$ cat src/verilog/crsd_consts.svh
`ifndef CRSD_CONSTS_SVH
`define CRSD_CONSTS_SVH

// register byte addresses
`define CRSD_ADDR_STATUS 12'h000
`define CRSD_ADDR_CTRL 12'h004
`define CRSD_ADDR_PERIOD 12'h008
`define CRSD_ADDR_REFHZ 12'h00c
`define CRSD_ADDR_PLATHZ 12'h010
`define CRSD_ADDR_COREHZ 12'h014
`define CRSD_ADDR_MEMHZ 12'h018

// ctrl field positions and reset value
`define CRSD_CTRL_OUT_EN_BIT 0
`define CRSD_CTRL_OUT_VAL_BIT 1
`define CRSD_CTRL_RESET 32'h0000_0000

// status field positions
`define CRSD_ST_PRATIO_LSB 0
`define CRSD_ST_MULT_LSB 4
`define CRSD_ST_CRATIO_LSB 12
`define CRSD_ST_VALID_BIT 14
`define CRSD_ST_BUS64_BIT 15
`define CRSD_ST_LOCKED_BIT 16
`define CRSD_ST_SLOW_BIT 17

// default reference clock (hz) and platform minimum (hz)
`define CRSD_REF_HZ_RESET 32'h03f9_40aa
`define CRSD_PLAT_MIN_HZ 32'h0beb_c200

// platform-ratio strap codes
`define CRSD_PR_16 4'h0
`define CRSD_PR_2 4'h2
`define CRSD_PR_3 4'h3
`define CRSD_PR_4 4'h4
`define CRSD_PR_5 4'h5
`define CRSD_PR_6 4'h6
`define CRSD_PR_8 4'h8
`define CRSD_PR_9 4'h9
`define CRSD_PR_10 4'ha
`define CRSD_PR_12 4'hc

// core ratio in halves: 2, 2.5, 3, 3.5
`define CRSD_CR_HALF_00 4'h4
`define CRSD_CR_HALF_01 4'h5
`define CRSD_CR_HALF_10 4'h6
`define CRSD_CR_HALF_11 4'h7

// platform divide for the memory bus clock
`define CRSD_MEM_DIV 8'h02

`endif

$ cat src/verilog/crsd_pkg.sv
`default_nettype none
package crsd_pkg;
    typedef struct packed {
        logic [3:0] platform_ratio_strap;
        logic core_ratio_strap_upper;
        logic core_ratio_strap_lower;
        logic bus_width_strap;
    } crsd_straps_t;

    typedef struct packed {
        logic [7:0] plat_mult;
        logic [3:0] core_half;
        logic ratio_valid;
        logic bus_64;
    } crsd_ratio_t;

    typedef enum logic [1:0] {
        CRSD_HELD,
        CRSD_CAPTURE,
        CRSD_RUN
    } crsd_state_t;
endpackage
`default_nettype wire

$ cat src/verilog/crsd_sync.sv
`timescale 1ns/1ps
`default_nettype none
module crsd_sync #(
    parameter int WIDTH = 1
) (
    input wire logic hclk,
    input wire logic hresetn,
    input wire logic [WIDTH-1:0] d,
    output logic [WIDTH-1:0] q
);
    logic [WIDTH-1:0] meta_reg;

    always_ff @(posedge hclk or negedge hresetn) begin
        if (!hresetn) begin
            meta_reg <= '0;
            q <= '0;
        end else begin
            meta_reg <= d;
            q <= meta_reg;
        end
    end
endmodule
`default_nettype wire

$ cat src/verilog/crsd_clock_ratio_strap_decoder.sv
// Notes on behaviour
// - the four-bit platform-ratio strap is sampled at power-up and its value picks the platform multiplier.
// - code 0000 gives a platform clock sixteen times the reference clock.
// - codes 0010 to 0110 give multipliers 2 to 6.
// - codes 1000, 1001, 1010 and 1100 give multipliers 8, 9, 10 and 12.
// - the core-ratio strap is the upper strap over the lower strap, sampled at power-up.
// - core codes 00, 01, 10, 11 give core clock 2, 2.5, 3 and 3.5 times the platform clock.
// - the memory bus clock is half the platform clock.
// - the platform clock and the core complex bus clock are one clock.
// - a functional output pin is a configuration input during reset and drives only after it.
// - each configuration pin enables its weak pull-up only while in reset.
`timescale 1ns/1ps
`default_nettype none
`include "crsd_consts.svh"
module crsd_clock_ratio_strap_decoder (
    input wire logic hclk,
    input wire logic hresetn,
    input wire logic dev_reset_n,
    input wire crsd_pkg::crsd_straps_t strap_in,
    output logic [6:0] strap_pullup_en,
    output logic strap_shared_out,
    output logic strap_shared_oe,
    output crsd_pkg::crsd_ratio_t ratio_out,
    output logic ratio_locked,
    output logic platform_below_min,
    output logic mem_clk_en,
    input wire logic hsel,
    input wire logic [31:0] haddr,
    input wire logic [1:0] htrans,
    input wire logic hwrite,
    input wire logic [2:0] hsize,
    input wire logic [31:0] hwdata,
    input wire logic hready,
    output logic [31:0] hrdata,
    output logic hreadyout,
    output logic hresp
);
    import crsd_pkg::*;

    // ------------------------------------------------------------
    // synchronised pins
    // ------------------------------------------------------------
    crsd_straps_t straps_sync;
    logic dev_reset_n_sync;

    crsd_sync #(.WIDTH(8)) u_sync (
        .hclk(hclk),
        .hresetn(hresetn),
        .d({strap_in, dev_reset_n}),
        .q({straps_sync, dev_reset_n_sync})
    );

    // ------------------------------------------------------------
    // decode
    // ------------------------------------------------------------
    logic [7:0] mult_next;
    logic valid_next;
    logic [3:0] core_next;

    always_comb begin
        mult_next = 8'h00;
        valid_next = 1'b1;
        unique case (straps_sync.platform_ratio_strap)
            `CRSD_PR_16: mult_next = 8'h10;
            `CRSD_PR_2: mult_next = 8'h02;
            `CRSD_PR_3: mult_next = 8'h03;
            `CRSD_PR_4: mult_next = 8'h04;
            `CRSD_PR_5: mult_next = 8'h05;
            `CRSD_PR_6: mult_next = 8'h06;
            `CRSD_PR_8: mult_next = 8'h08;
            `CRSD_PR_9: mult_next = 8'h09;
            `CRSD_PR_10: mult_next = 8'h0a;
            `CRSD_PR_12: mult_next = 8'h0c;
            default: valid_next = 1'b0;
        endcase
    end

    always_comb begin
        unique case ({straps_sync.core_ratio_strap_upper,
                      straps_sync.core_ratio_strap_lower})
            2'b00: core_next = `CRSD_CR_HALF_00;
            2'b01: core_next = `CRSD_CR_HALF_01;
            2'b10: core_next = `CRSD_CR_HALF_10;
            2'b11: core_next = `CRSD_CR_HALF_11;
        endcase
    end

    // ------------------------------------------------------------
    // reset sequencing and capture
    // ------------------------------------------------------------
    crsd_state_t state_reg;

    always_ff @(posedge hclk or negedge hresetn) begin
        if (!hresetn) begin
            state_reg <= CRSD_HELD;
        end else if (!dev_reset_n_sync) begin
            state_reg <= CRSD_HELD;
        end else begin
            unique case (state_reg)
                CRSD_HELD: state_reg <= CRSD_CAPTURE;
                CRSD_CAPTURE: state_reg <= CRSD_RUN;
                CRSD_RUN: state_reg <= CRSD_RUN;
            endcase
        end
    end

    crsd_ratio_t ratio_reg;

    always_ff @(posedge hclk or negedge hresetn) begin
        if (!hresetn) begin
            ratio_reg <= '0;
        end else if (state_reg == CRSD_CAPTURE) begin
            ratio_reg.plat_mult <= mult_next;
            ratio_reg.core_half <= core_next;
            ratio_reg.ratio_valid <= valid_next;
            ratio_reg.bus_64 <= ~straps_sync.bus_width_strap;
        end
    end

    // ------------------------------------------------------------
    // platform code capture
    // ------------------------------------------------------------
    logic [3:0] pcode_reg;
    logic stay_run;

    always_ff @(posedge hclk or negedge hresetn) begin
        if (!hresetn) begin
            pcode_reg <= 4'h0;
        end else if (state_reg == CRSD_CAPTURE) begin
            pcode_reg <= straps_sync.platform_ratio_strap;
        end
    end

    assign ratio_out = ratio_reg;
    assign ratio_locked = (state_reg == CRSD_RUN);
    assign stay_run = ratio_locked & dev_reset_n_sync;
    assign strap_pullup_en = (state_reg == CRSD_RUN) ? 7'h00 : 7'h7f;

    // ------------------------------------------------------------
    // register file
    // ------------------------------------------------------------
    logic [31:0] ctrl_reg;
    logic [31:0] period_reg;
    logic [31:0] ref_hz_reg;
    logic wr_pend_reg;
    logic [11:0] addr_reg;

    wire logic take = hsel & hready & htrans[1];

    // ------------------------------------------------------------
    // write side: address phase noted, data lands a cycle later
    // ------------------------------------------------------------
    always_ff @(posedge hclk or negedge hresetn) begin
        if (!hresetn) begin
            wr_pend_reg <= 1'b0;
        end else if (hready) begin
            wr_pend_reg <= take & hwrite;
        end
    end

    always_ff @(posedge hclk or negedge hresetn) begin
        if (!hresetn) begin
            addr_reg <= 12'h000;
        end else if (hready) begin
            addr_reg <= haddr[11:0];
        end
    end

    always_ff @(posedge hclk or negedge hresetn) begin
        if (!hresetn) begin
            ctrl_reg <= `CRSD_CTRL_RESET;
        end else if (wr_pend_reg && (addr_reg == `CRSD_ADDR_CTRL)) begin
            ctrl_reg <= hwdata;
        end
    end

    always_ff @(posedge hclk or negedge hresetn) begin
        if (!hresetn) begin
            ref_hz_reg <= `CRSD_REF_HZ_RESET;
        end else if (wr_pend_reg && (addr_reg == `CRSD_ADDR_REFHZ)) begin
            ref_hz_reg <= hwdata;
        end
    end

    always_ff @(posedge hclk or negedge hresetn) begin
        if (!hresetn) begin
            period_reg <= 32'h0000_0000;
        end else if (wr_pend_reg && (addr_reg == `CRSD_ADDR_PERIOD)) begin
            period_reg <= hwdata;
        end
    end

    // ------------------------------------------------------------
    // derived frequencies: platform = ref * mult, core = plat * half / 2
    // ------------------------------------------------------------
    logic [39:0] plat_prod;
    logic [43:0] core_prod;
    logic [31:0] plat_hz;
    logic [31:0] core_hz;
    logic [31:0] mem_hz;

    assign plat_prod = ref_hz_reg * ratio_reg.plat_mult;
    assign plat_hz = plat_prod[31:0];
    assign core_prod = plat_hz * ratio_reg.core_half;
    assign core_hz = core_prod[32:1];
    assign mem_hz = {1'b0, plat_hz[31:1]};
    assign platform_below_min = ratio_locked & (plat_hz < `CRSD_PLAT_MIN_HZ);

    // ------------------------------------------------------------
    // status word
    // ------------------------------------------------------------
    logic [31:0] status;

    always_comb begin
        status = 32'h0000_0000;
        status[`CRSD_ST_PRATIO_LSB +: 4] = pcode_reg;
        status[`CRSD_ST_MULT_LSB +: 8] = ratio_reg.plat_mult;
        status[`CRSD_ST_CRATIO_LSB +: 2] = ratio_reg.core_half[1:0] - 2'b00;
        status[`CRSD_ST_VALID_BIT] = ratio_reg.ratio_valid;
        status[`CRSD_ST_BUS64_BIT] = ratio_reg.bus_64;
        status[`CRSD_ST_LOCKED_BIT] = ratio_locked;
        status[`CRSD_ST_SLOW_BIT] = platform_below_min;
    end

    // ------------------------------------------------------------
    // read side: data registered at the address phase
    // ------------------------------------------------------------
    logic [31:0] rd_mux;

    always_comb begin
        unique case (haddr[11:0])
            `CRSD_ADDR_STATUS: rd_mux = status;
            `CRSD_ADDR_CTRL: rd_mux = ctrl_reg;
            `CRSD_ADDR_PERIOD: rd_mux = period_reg;
            `CRSD_ADDR_REFHZ: rd_mux = ref_hz_reg;
            `CRSD_ADDR_PLATHZ: rd_mux = plat_hz;
            `CRSD_ADDR_COREHZ: rd_mux = core_hz;
            `CRSD_ADDR_MEMHZ: rd_mux = mem_hz;
            default: rd_mux = 32'h0000_0000;
        endcase
    end

    always_ff @(posedge hclk or negedge hresetn) begin
        if (!hresetn) begin
            hrdata <= 32'h0000_0000;
        end else if (take & ~hwrite) begin
            hrdata <= rd_mux;
        end
    end

    // ------------------------------------------------------------
    // bus response: no wait states, always okay
    // ------------------------------------------------------------
    assign hreadyout = 1'b1;
    assign hresp = 1'b0;

    // ------------------------------------------------------------
    // shared strap pin: input in reset, output afterwards
    // ------------------------------------------------------------
    always_ff @(posedge hclk or negedge hresetn) begin
        if (!hresetn) begin
            strap_shared_oe <= 1'b0;
        end else begin
            strap_shared_oe <= stay_run & ctrl_reg[`CRSD_CTRL_OUT_EN_BIT];
        end
    end

    always_ff @(posedge hclk or negedge hresetn) begin
        if (!hresetn) begin
            strap_shared_out <= 1'b0;
        end else begin
            strap_shared_out <= ctrl_reg[`CRSD_CTRL_OUT_VAL_BIT];
        end
    end

    // ------------------------------------------------------------
    // memory bus enable: one hclk pulse every second platform tick
    // ------------------------------------------------------------
    logic [7:0] mem_cnt_reg;

    always_ff @(posedge hclk or negedge hresetn) begin
        if (!hresetn) begin
            mem_cnt_reg <= 8'h00;
        end else if (!stay_run) begin
            mem_cnt_reg <= 8'h00;
        end else if (mem_cnt_reg == `CRSD_MEM_DIV - 8'h01) begin
            mem_cnt_reg <= 8'h00;
        end else begin
            mem_cnt_reg <= mem_cnt_reg + 8'h01;
        end
    end

    always_ff @(posedge hclk or negedge hresetn) begin
        if (!hresetn) begin
            mem_clk_en <= 1'b0;
        end else begin
            mem_clk_en <= stay_run && (mem_cnt_reg == `CRSD_MEM_DIV - 8'h01);
        end
    end
endmodule
`default_nettype wire

$ cat config.mk
export PLATFORM = sky130hd
export DESIGN_NAME = crsd_clock_ratio_strap_decoder
export DESIGN_NICKNAME = d
export VERILOG_FILES = /design/src/verilog/crsd_pkg.sv /design/src/verilog/crsd_sync.sv /design/src/verilog/crsd_clock_ratio_strap_decoder.sv
export VERILOG_INCLUDE_DIRS = /design/src /design/src/verilog
export SDC_FILE = /design/constraint.sdc
export NUM_CORES = 1
export LEC_CHECK = 0
export BUFFER_PORTS_ARGS = -buffer_cell sky130_fd_sc_hd__buf_4
export CORE_UTILIZATION = 50
export CTS_BUF_LIST = sky130_fd_sc_hd__clkbuf_8
export DETAILED_ROUTE_END_ITERATION = 7
export PLACE_DENSITY = 0.69
export SETUP_SLACK_MARGIN = 0.02
export SLEW_MARGIN = 20
export SYNTH_ARGS = -nofsm -noshare
export SYNTH_HDL_FRONTEND = slang
export SYNTH_HIERARCHICAL = 1
export SYNTH_SLANG_ARGS = --single-unit
$ cat constraint.sdc
create_clock -name hclk -period 21.9 [get_ports hclk]
set_input_delay 4.38 -clock hclk [delete_from_list [all_inputs] [get_ports hclk]]
set_output_delay 4.38 -clock hclk [all_outputs]
set_load 0.005 [all_outputs]
# Word level (Yosys, flattened, before mapping)
# Cells that the tools add are included.
[word_totals] register_bits=188 inputBits=82 output_inout_bits=60 elab_cells=74
[op_classes] addsub=1 n_mul=2 order_cmp=1 n_eq_ne=24 mux=9 bitwise_logic=9 n_reduce_logical=10
[op_table] operator="32-bit case mux with 7 select lines" n=1
[op_table] operator="5-bit case mux with 10 select lines" n=1
[op_table] operator="12-bit by 4-bit equality test with 1-bit output, second input constant" n=4
[op_table] operator="12-bit by 5-bit equality test with 1-bit output, second input constant" n=3
[op_table] operator="32-bit by 4-bit multiplier with 33-bit output" n=1
[op_table] operator="32-bit by 28-bit less-than comparator with 1-bit output, second input constant" n=1
[op_table] operator="32-bit by 8-bit multiplier with 32-bit output" n=1
[op_table] operator="12-bit by 3-bit equality test with 1-bit output, second input constant" n=2
[op_table] operator="4-bit equality test, second input constant" n=4
[op_table] operator="8-bit 2-to-1 mux" n=2
[op_table] operator="4-bit case mux with 4 select lines" n=1
[op_table] operator="4-bit by 3-bit equality test with 1-bit output, second input constant" n=3
[op_table] operator="12-bit zero test" n=1
[op_table] operator="10-bit OR reduction" n=1
[op_table] operator="8-bit by 1-bit adder with 8-bit output, second input constant" n=1
[op_table] operator="4-bit by 2-bit equality test with 1-bit output, second input constant" n=2
[op_table] operator="8-bit by 1-bit equality test with 1-bit output, second input constant" n=1
[op_table] operator="1-bit AND" n=7
[op_table] operator="7-bit 2-to-1 mux" n=1
[op_table] operator="2-bit equality test, second input constant" n=3
[op_table] operator="2-bit by 1-bit equality test with 1-bit output, second input constant" n=2
[op_table] operator="1-bit logical AND" n=4
[op_table] operator="2-bit zero test" n=2
[op_table] operator="4-bit zero test" n=1
[op_table] operator="other kinds (5)" n=6

# Depth between registers and ports, before layout
[logic_depth] ltp_word=4 depth_mapped=33 ltp_nobuf=31

# Cells and area by module
# Netlist, hierarchy kept.
[by_module_without_submodules] mod="crsd_clock_ratio_strap_decoder" instances=1 cells_per_inst=1741 area_per_inst_um2=16179.3 seq_area_each_um2=4220.3
[by_module_without_submodules] mod="crsd_sync" instances=1 cells_per_inst=16 area_per_inst_um2=400.4 seq_area_each_um2=400.4

# Least setup slack after synthesis
# No wires, ideal clock.
[synth_path] path_type="register to output" startpoint="register ratio_reg, in the netlist ratio_out[10]" endpoint="output port platform_below_min" arrival_ps=4980 required_ps=17520 slack_ps=12540 stages_incl_launch_ff=20 n_path_buf=2 cell_sequence="dfrtp_1 > clkbuf_1 > clkbuf_1 > and2_1 > fa_1 > fa_1 > ha_1 > inv_1 > fa_1 > inv_1 > ha_1 > o21a_1 > or2_2 > a31o_2 > a21oi_1 > xnor2_1 > o311ai_0 > nor3b_1 > o22ai_1 > o41a_1"
[synth_via] elab_chain_cells=3
[synth_rtl] item="start: declaration" line="crsd_clock_ratio_strap_decoder.sv:107" text="crsd_ratio_t ratio_reg;"
[synth_rtl] item="32-bit by 8-bit multiplier with 32-bit output" line="crsd_clock_ratio_strap_decoder.sv:202" text="assign plat_prod = ref_hz_reg * ratio_reg.plat_mult;"
[synth_rtl] item="32-bit by 28-bit less-than comparator with 1-bit output (no source line)"
[synth_rtl] item="1-bit AND" line="crsd_clock_ratio_strap_decoder.sv:207" text="assign platform_below_min = ratio_locked & (plat_hz < `CRSD_PLAT_MIN_HZ);"
[synth_rtl] item="end: declaration" line="crsd_clock_ratio_strap_decoder.sv:25" text="output logic platform_below_min,"
# Every way passes these cells.

# Final worst setup path
# Same ends and word-level chain as after synthesis.

==> flow_metrics.py <==
metrics = {
    "sta": {
        "layout_min_cycle_time_ns": 11.08,
        "hold_viol_final": 0,
        "fin_tns_setup_ns": 0,
        "fmax_ghz": 0.09028,
        "rsz0062_at_grt": "false",
        "finalSetupViolations": 0,
        "slew_viol_final": 0,
        "fin_crit_sh": 0.5058,
        "fin_skew_ns": 0.01475,
        "relSlewSlack": 0.2325,
        "tightestPinTransition_ns": 1.150,
    },
    "critical_path": {
        "cp_data_required_time_ns": 17.52,
        "cp-end-kind": "output port",
        "cp_max_fo": 31,
        "cpPeakStageDelay_ns": 0.71,
        "critPathSlowestCell": "a2111oi_0",
        "arrival_ns": 6.70,
        "start_kind": "flip-flop",
        "crit_top_cell": "fa_1",
        "critPathKind": "reg -> out",
        "crit_chain": "buf_4 -> and2_1 -> fa_1 -> fa_1 -> ha_1 -> inv_1 -> fa_1 -> inv_1 -> ha_1 -> o211ai_1 -> o211ai_1 -> a211oi_2 -> a2111oi_0 -> nor3b_1 -> xnor2_1 -> a21oi_1 -> and4bb_1 -> o41a_1 -> buf_4",
    },
    "synth": {
        "synth_top_area_cell": "dfrtp_1",
        "synth_edf_count": 0,
        "synthCells": 1757,
        "yosysMostFrequentCell": "inv_1",
        "synth_top_cell_area_share": 0.2581,
        "ys_seq_elements": 184,
        "synth_area_um2": 16580,
        "async_flop_share": 1.000,
        "synth_area_leaders": "dfrtp_1, fa_1, ha_1, mux2_2, and2_1",
        "yosysWarningCount": 6,
        "synth_area_per_cell_um2": 9.436,
        "ys.flop_type": "dfrtp_1",
        "synthTopCellsByCount": "inv_1, and2_1, dfrtp_1",
        "seq_area_frac_synth": 0.2787,
        "ys_types": 71,
    },
    "route": {
        "vias": 12870,
        "drt-pass1-iter-count": 7,
        "vias_per_cell": 5.643,
        "drt-wirelength-per-cell_um": 18.83,
        "drt_drc_violations_left": 0,
        "wl_mm": 42.93,
        "drtAntennaViolNets": 0,
        "drt_iter0_markers": 978,
    },
    "placed_design": {
        "io_buffer_count": 111,
        "gp_congestion": 0.9369,
        "dp_hpwl_mm": 31.97,
    },
    "cells_and_area": {
        "drive_gt1_frac": 0.1768,
        "areaGrowthSynthToFinish_pct": 9.712,
        "fin_nets": 2148,
        "fill_cells": 2948,
        "diodes": 0,
    },
    "global_route": {
        "grt_first_pass_wirelength_mm": 69.76,
        "grt_max_degree": 109,
        "grt-ovfl-total": 0,
        "antenna_found_initial": 2,
        "grtUsageTotal": 0.2654,
        "grt_pass1_vias": 13230,
    },
    "cts": {
        "cts-root-buf": "clkbuf_8",
        "cts_made_buffers": 17,
        "h-tree-depth": 4,
        "cts_tree": "built",
        "hold_buffers": 0,
        "post_cts_buffers": 0,
        "cts.clk_slew.worst_paths_ns": 0.10,
        "clk_latency_ns": 0.51,
        "cts_resized": 0,
        "cts_buffer_depth": 2,
        "clock-sinks": 184,
    },
    "min_path": {
        "holdCritPathClass": "reg -> reg",
    },
    "die": {
        "rows": 66,
        "dieArea_um2": 33890,
        "die_h_um": 184.1,
        "start_util": 0.5083,
        "num_io_pins": 142,
        "die_x_um": 184.1,
        "core_area_um2": 32620,
    },
    "status": {
        "outcome": "finished clean",
    },
    "flow_run": {
        "maxCapViolCount": 0,
    },
}
==> critical path, delay by kind of cell, from the launching register on <==
| kind | cells | cell delay [ns] |
|---|---|---|
| adder cells (fa/ha/maj) | 5 | 2.14 |
| flip-flops | 1 | 0.37 |
| AO/OA/AOI/OAI | 6 | 1.82 |
| XOR/XNOR | 1 | 0.69 |
| AND/OR/NAND/NOR | 3 | 0.60 |
| buffers and inverters | 4 | 0.54 |
==> layer usage <==
| layer | track usage | part of all wire | wire [um] | vias up |
|---|---|---|---|---|
| met5 | 0 | 0.00061 | 26 | - |
| met4 | 0.08733 | 0.027 | 1164 | 4 |
| met3 | 0.04130 | 0.054 | 2323 | 76 |
| met2 | 0.4592 | 0.49 | 21140 | 373 |
| met1 | 0.3380 | 0.43 | 18270 | 6449 |
| li1 | - | - | - | 5964 |
==> through the flow <==
| stage | util | instances | hold WS, ns | area, um2 | setup slack, ns |
|---|---|---|---|---|---|
| 2_1_floorplan | - | 1761 | 0.3312 | 16590 | 12.54 |
| 3_3_place_gp | 0.5449 | 2247 | 0.3347 | 17770 | 11.56 |
| 3_5_place_dp | 0.5449 | 2247 | 0.3364 | 17770 | 11.48 |
| 4_1_cts | 0.5567 | 2279 | 0.3600 | 18160 | 10.92 |
| 5_1_grt | 0.5577 | 2280 | 0.3684 | 18190 | 10.57 |
| 6_report | 0.5577 | 2280 | 0.3571 | 18190 | 10.82 |
==> path summary, 6_finish.rpt <==
path                                    start            endpoint  slack, ns  depth (start not counted)
min                        u_sync/meta_reg[0]         u_sync/q[0]       0.36                          0
min in group asynchronous             hresetn       ref_hz_reg[6]       3.90                          1
min reg2reg                u_sync/meta_reg[0]         u_sync/q[0]       0.36                          0
max reg2reg                     ratio_out[10]          hrdata[31]      13.17                         31
max                             ratio_out[10]  platform_below_min      10.82                         19
max in group asynchronous             hresetn        ratio_out[9]      16.50                          2
==> layout make-up <==
| type | instances | area [um2] | share of cell area |
|---|---|---|---|
| multi-input combinational | 1227 | 10640 | 0.5849 |
| tap | 442 | 553.0 | 0.03040 |
| sequential | 184 | 4621 | 0.2540 |
| clock inverter | 13 | 122.6 | 0.006741 |
| inverter | 266 | 998.5 | 0.05489 |
| clock buffer | 19 | 261.5 | 0.01438 |
| timing repair buffer | 129 | 994.7 | 0.05468 |
==> placed cells by master, fill, tap and decap left out, types with 6 or more instances in the layout <==
cell,n
a211oi_1,6
a21o_1,29
a21oi_1,74
a221o_1,6
a221oi_1,17
a222oi_1,20
a31oi_1,13
and2_1,186
and3_1,7
buf_4,127
clkbuf_8,20
conb_1,6
dfrtp_1,171
dfstp_2,13
fa_1,113
ha_1,128
inv_1,266
inv_8,6
mux2_2,127
mux2i_1,19
nand2_1,127
nand2b_1,7
nand3_1,17
nand4_1,8
nor2_1,51
nor2b_1,11
nor3_1,9
o21a_1,14
o21ai_0,70
o22ai_1,7
or2_2,7
or3_1,7
xnor2_1,43
xor2_1,25
==> cell families (layout without fill, tap and decap cells) <==
logic type	after synthesis	count (layout)	synth area share
compound gates	302	302	0.1221
flops	184	184	0.2787
xor+xnor	69	69	0.03728
fa+ha+maj	244	244	0.2349
mux	146	146	0.09773
simple gates	460	460	0.1465
other cells	2	6	0.0004530
buf+inv	350	427	0.08241
Power is left out: the tool's default activity adds up to more than one toggle a clock period on the data nets, which glitch-free logic cannot reach.
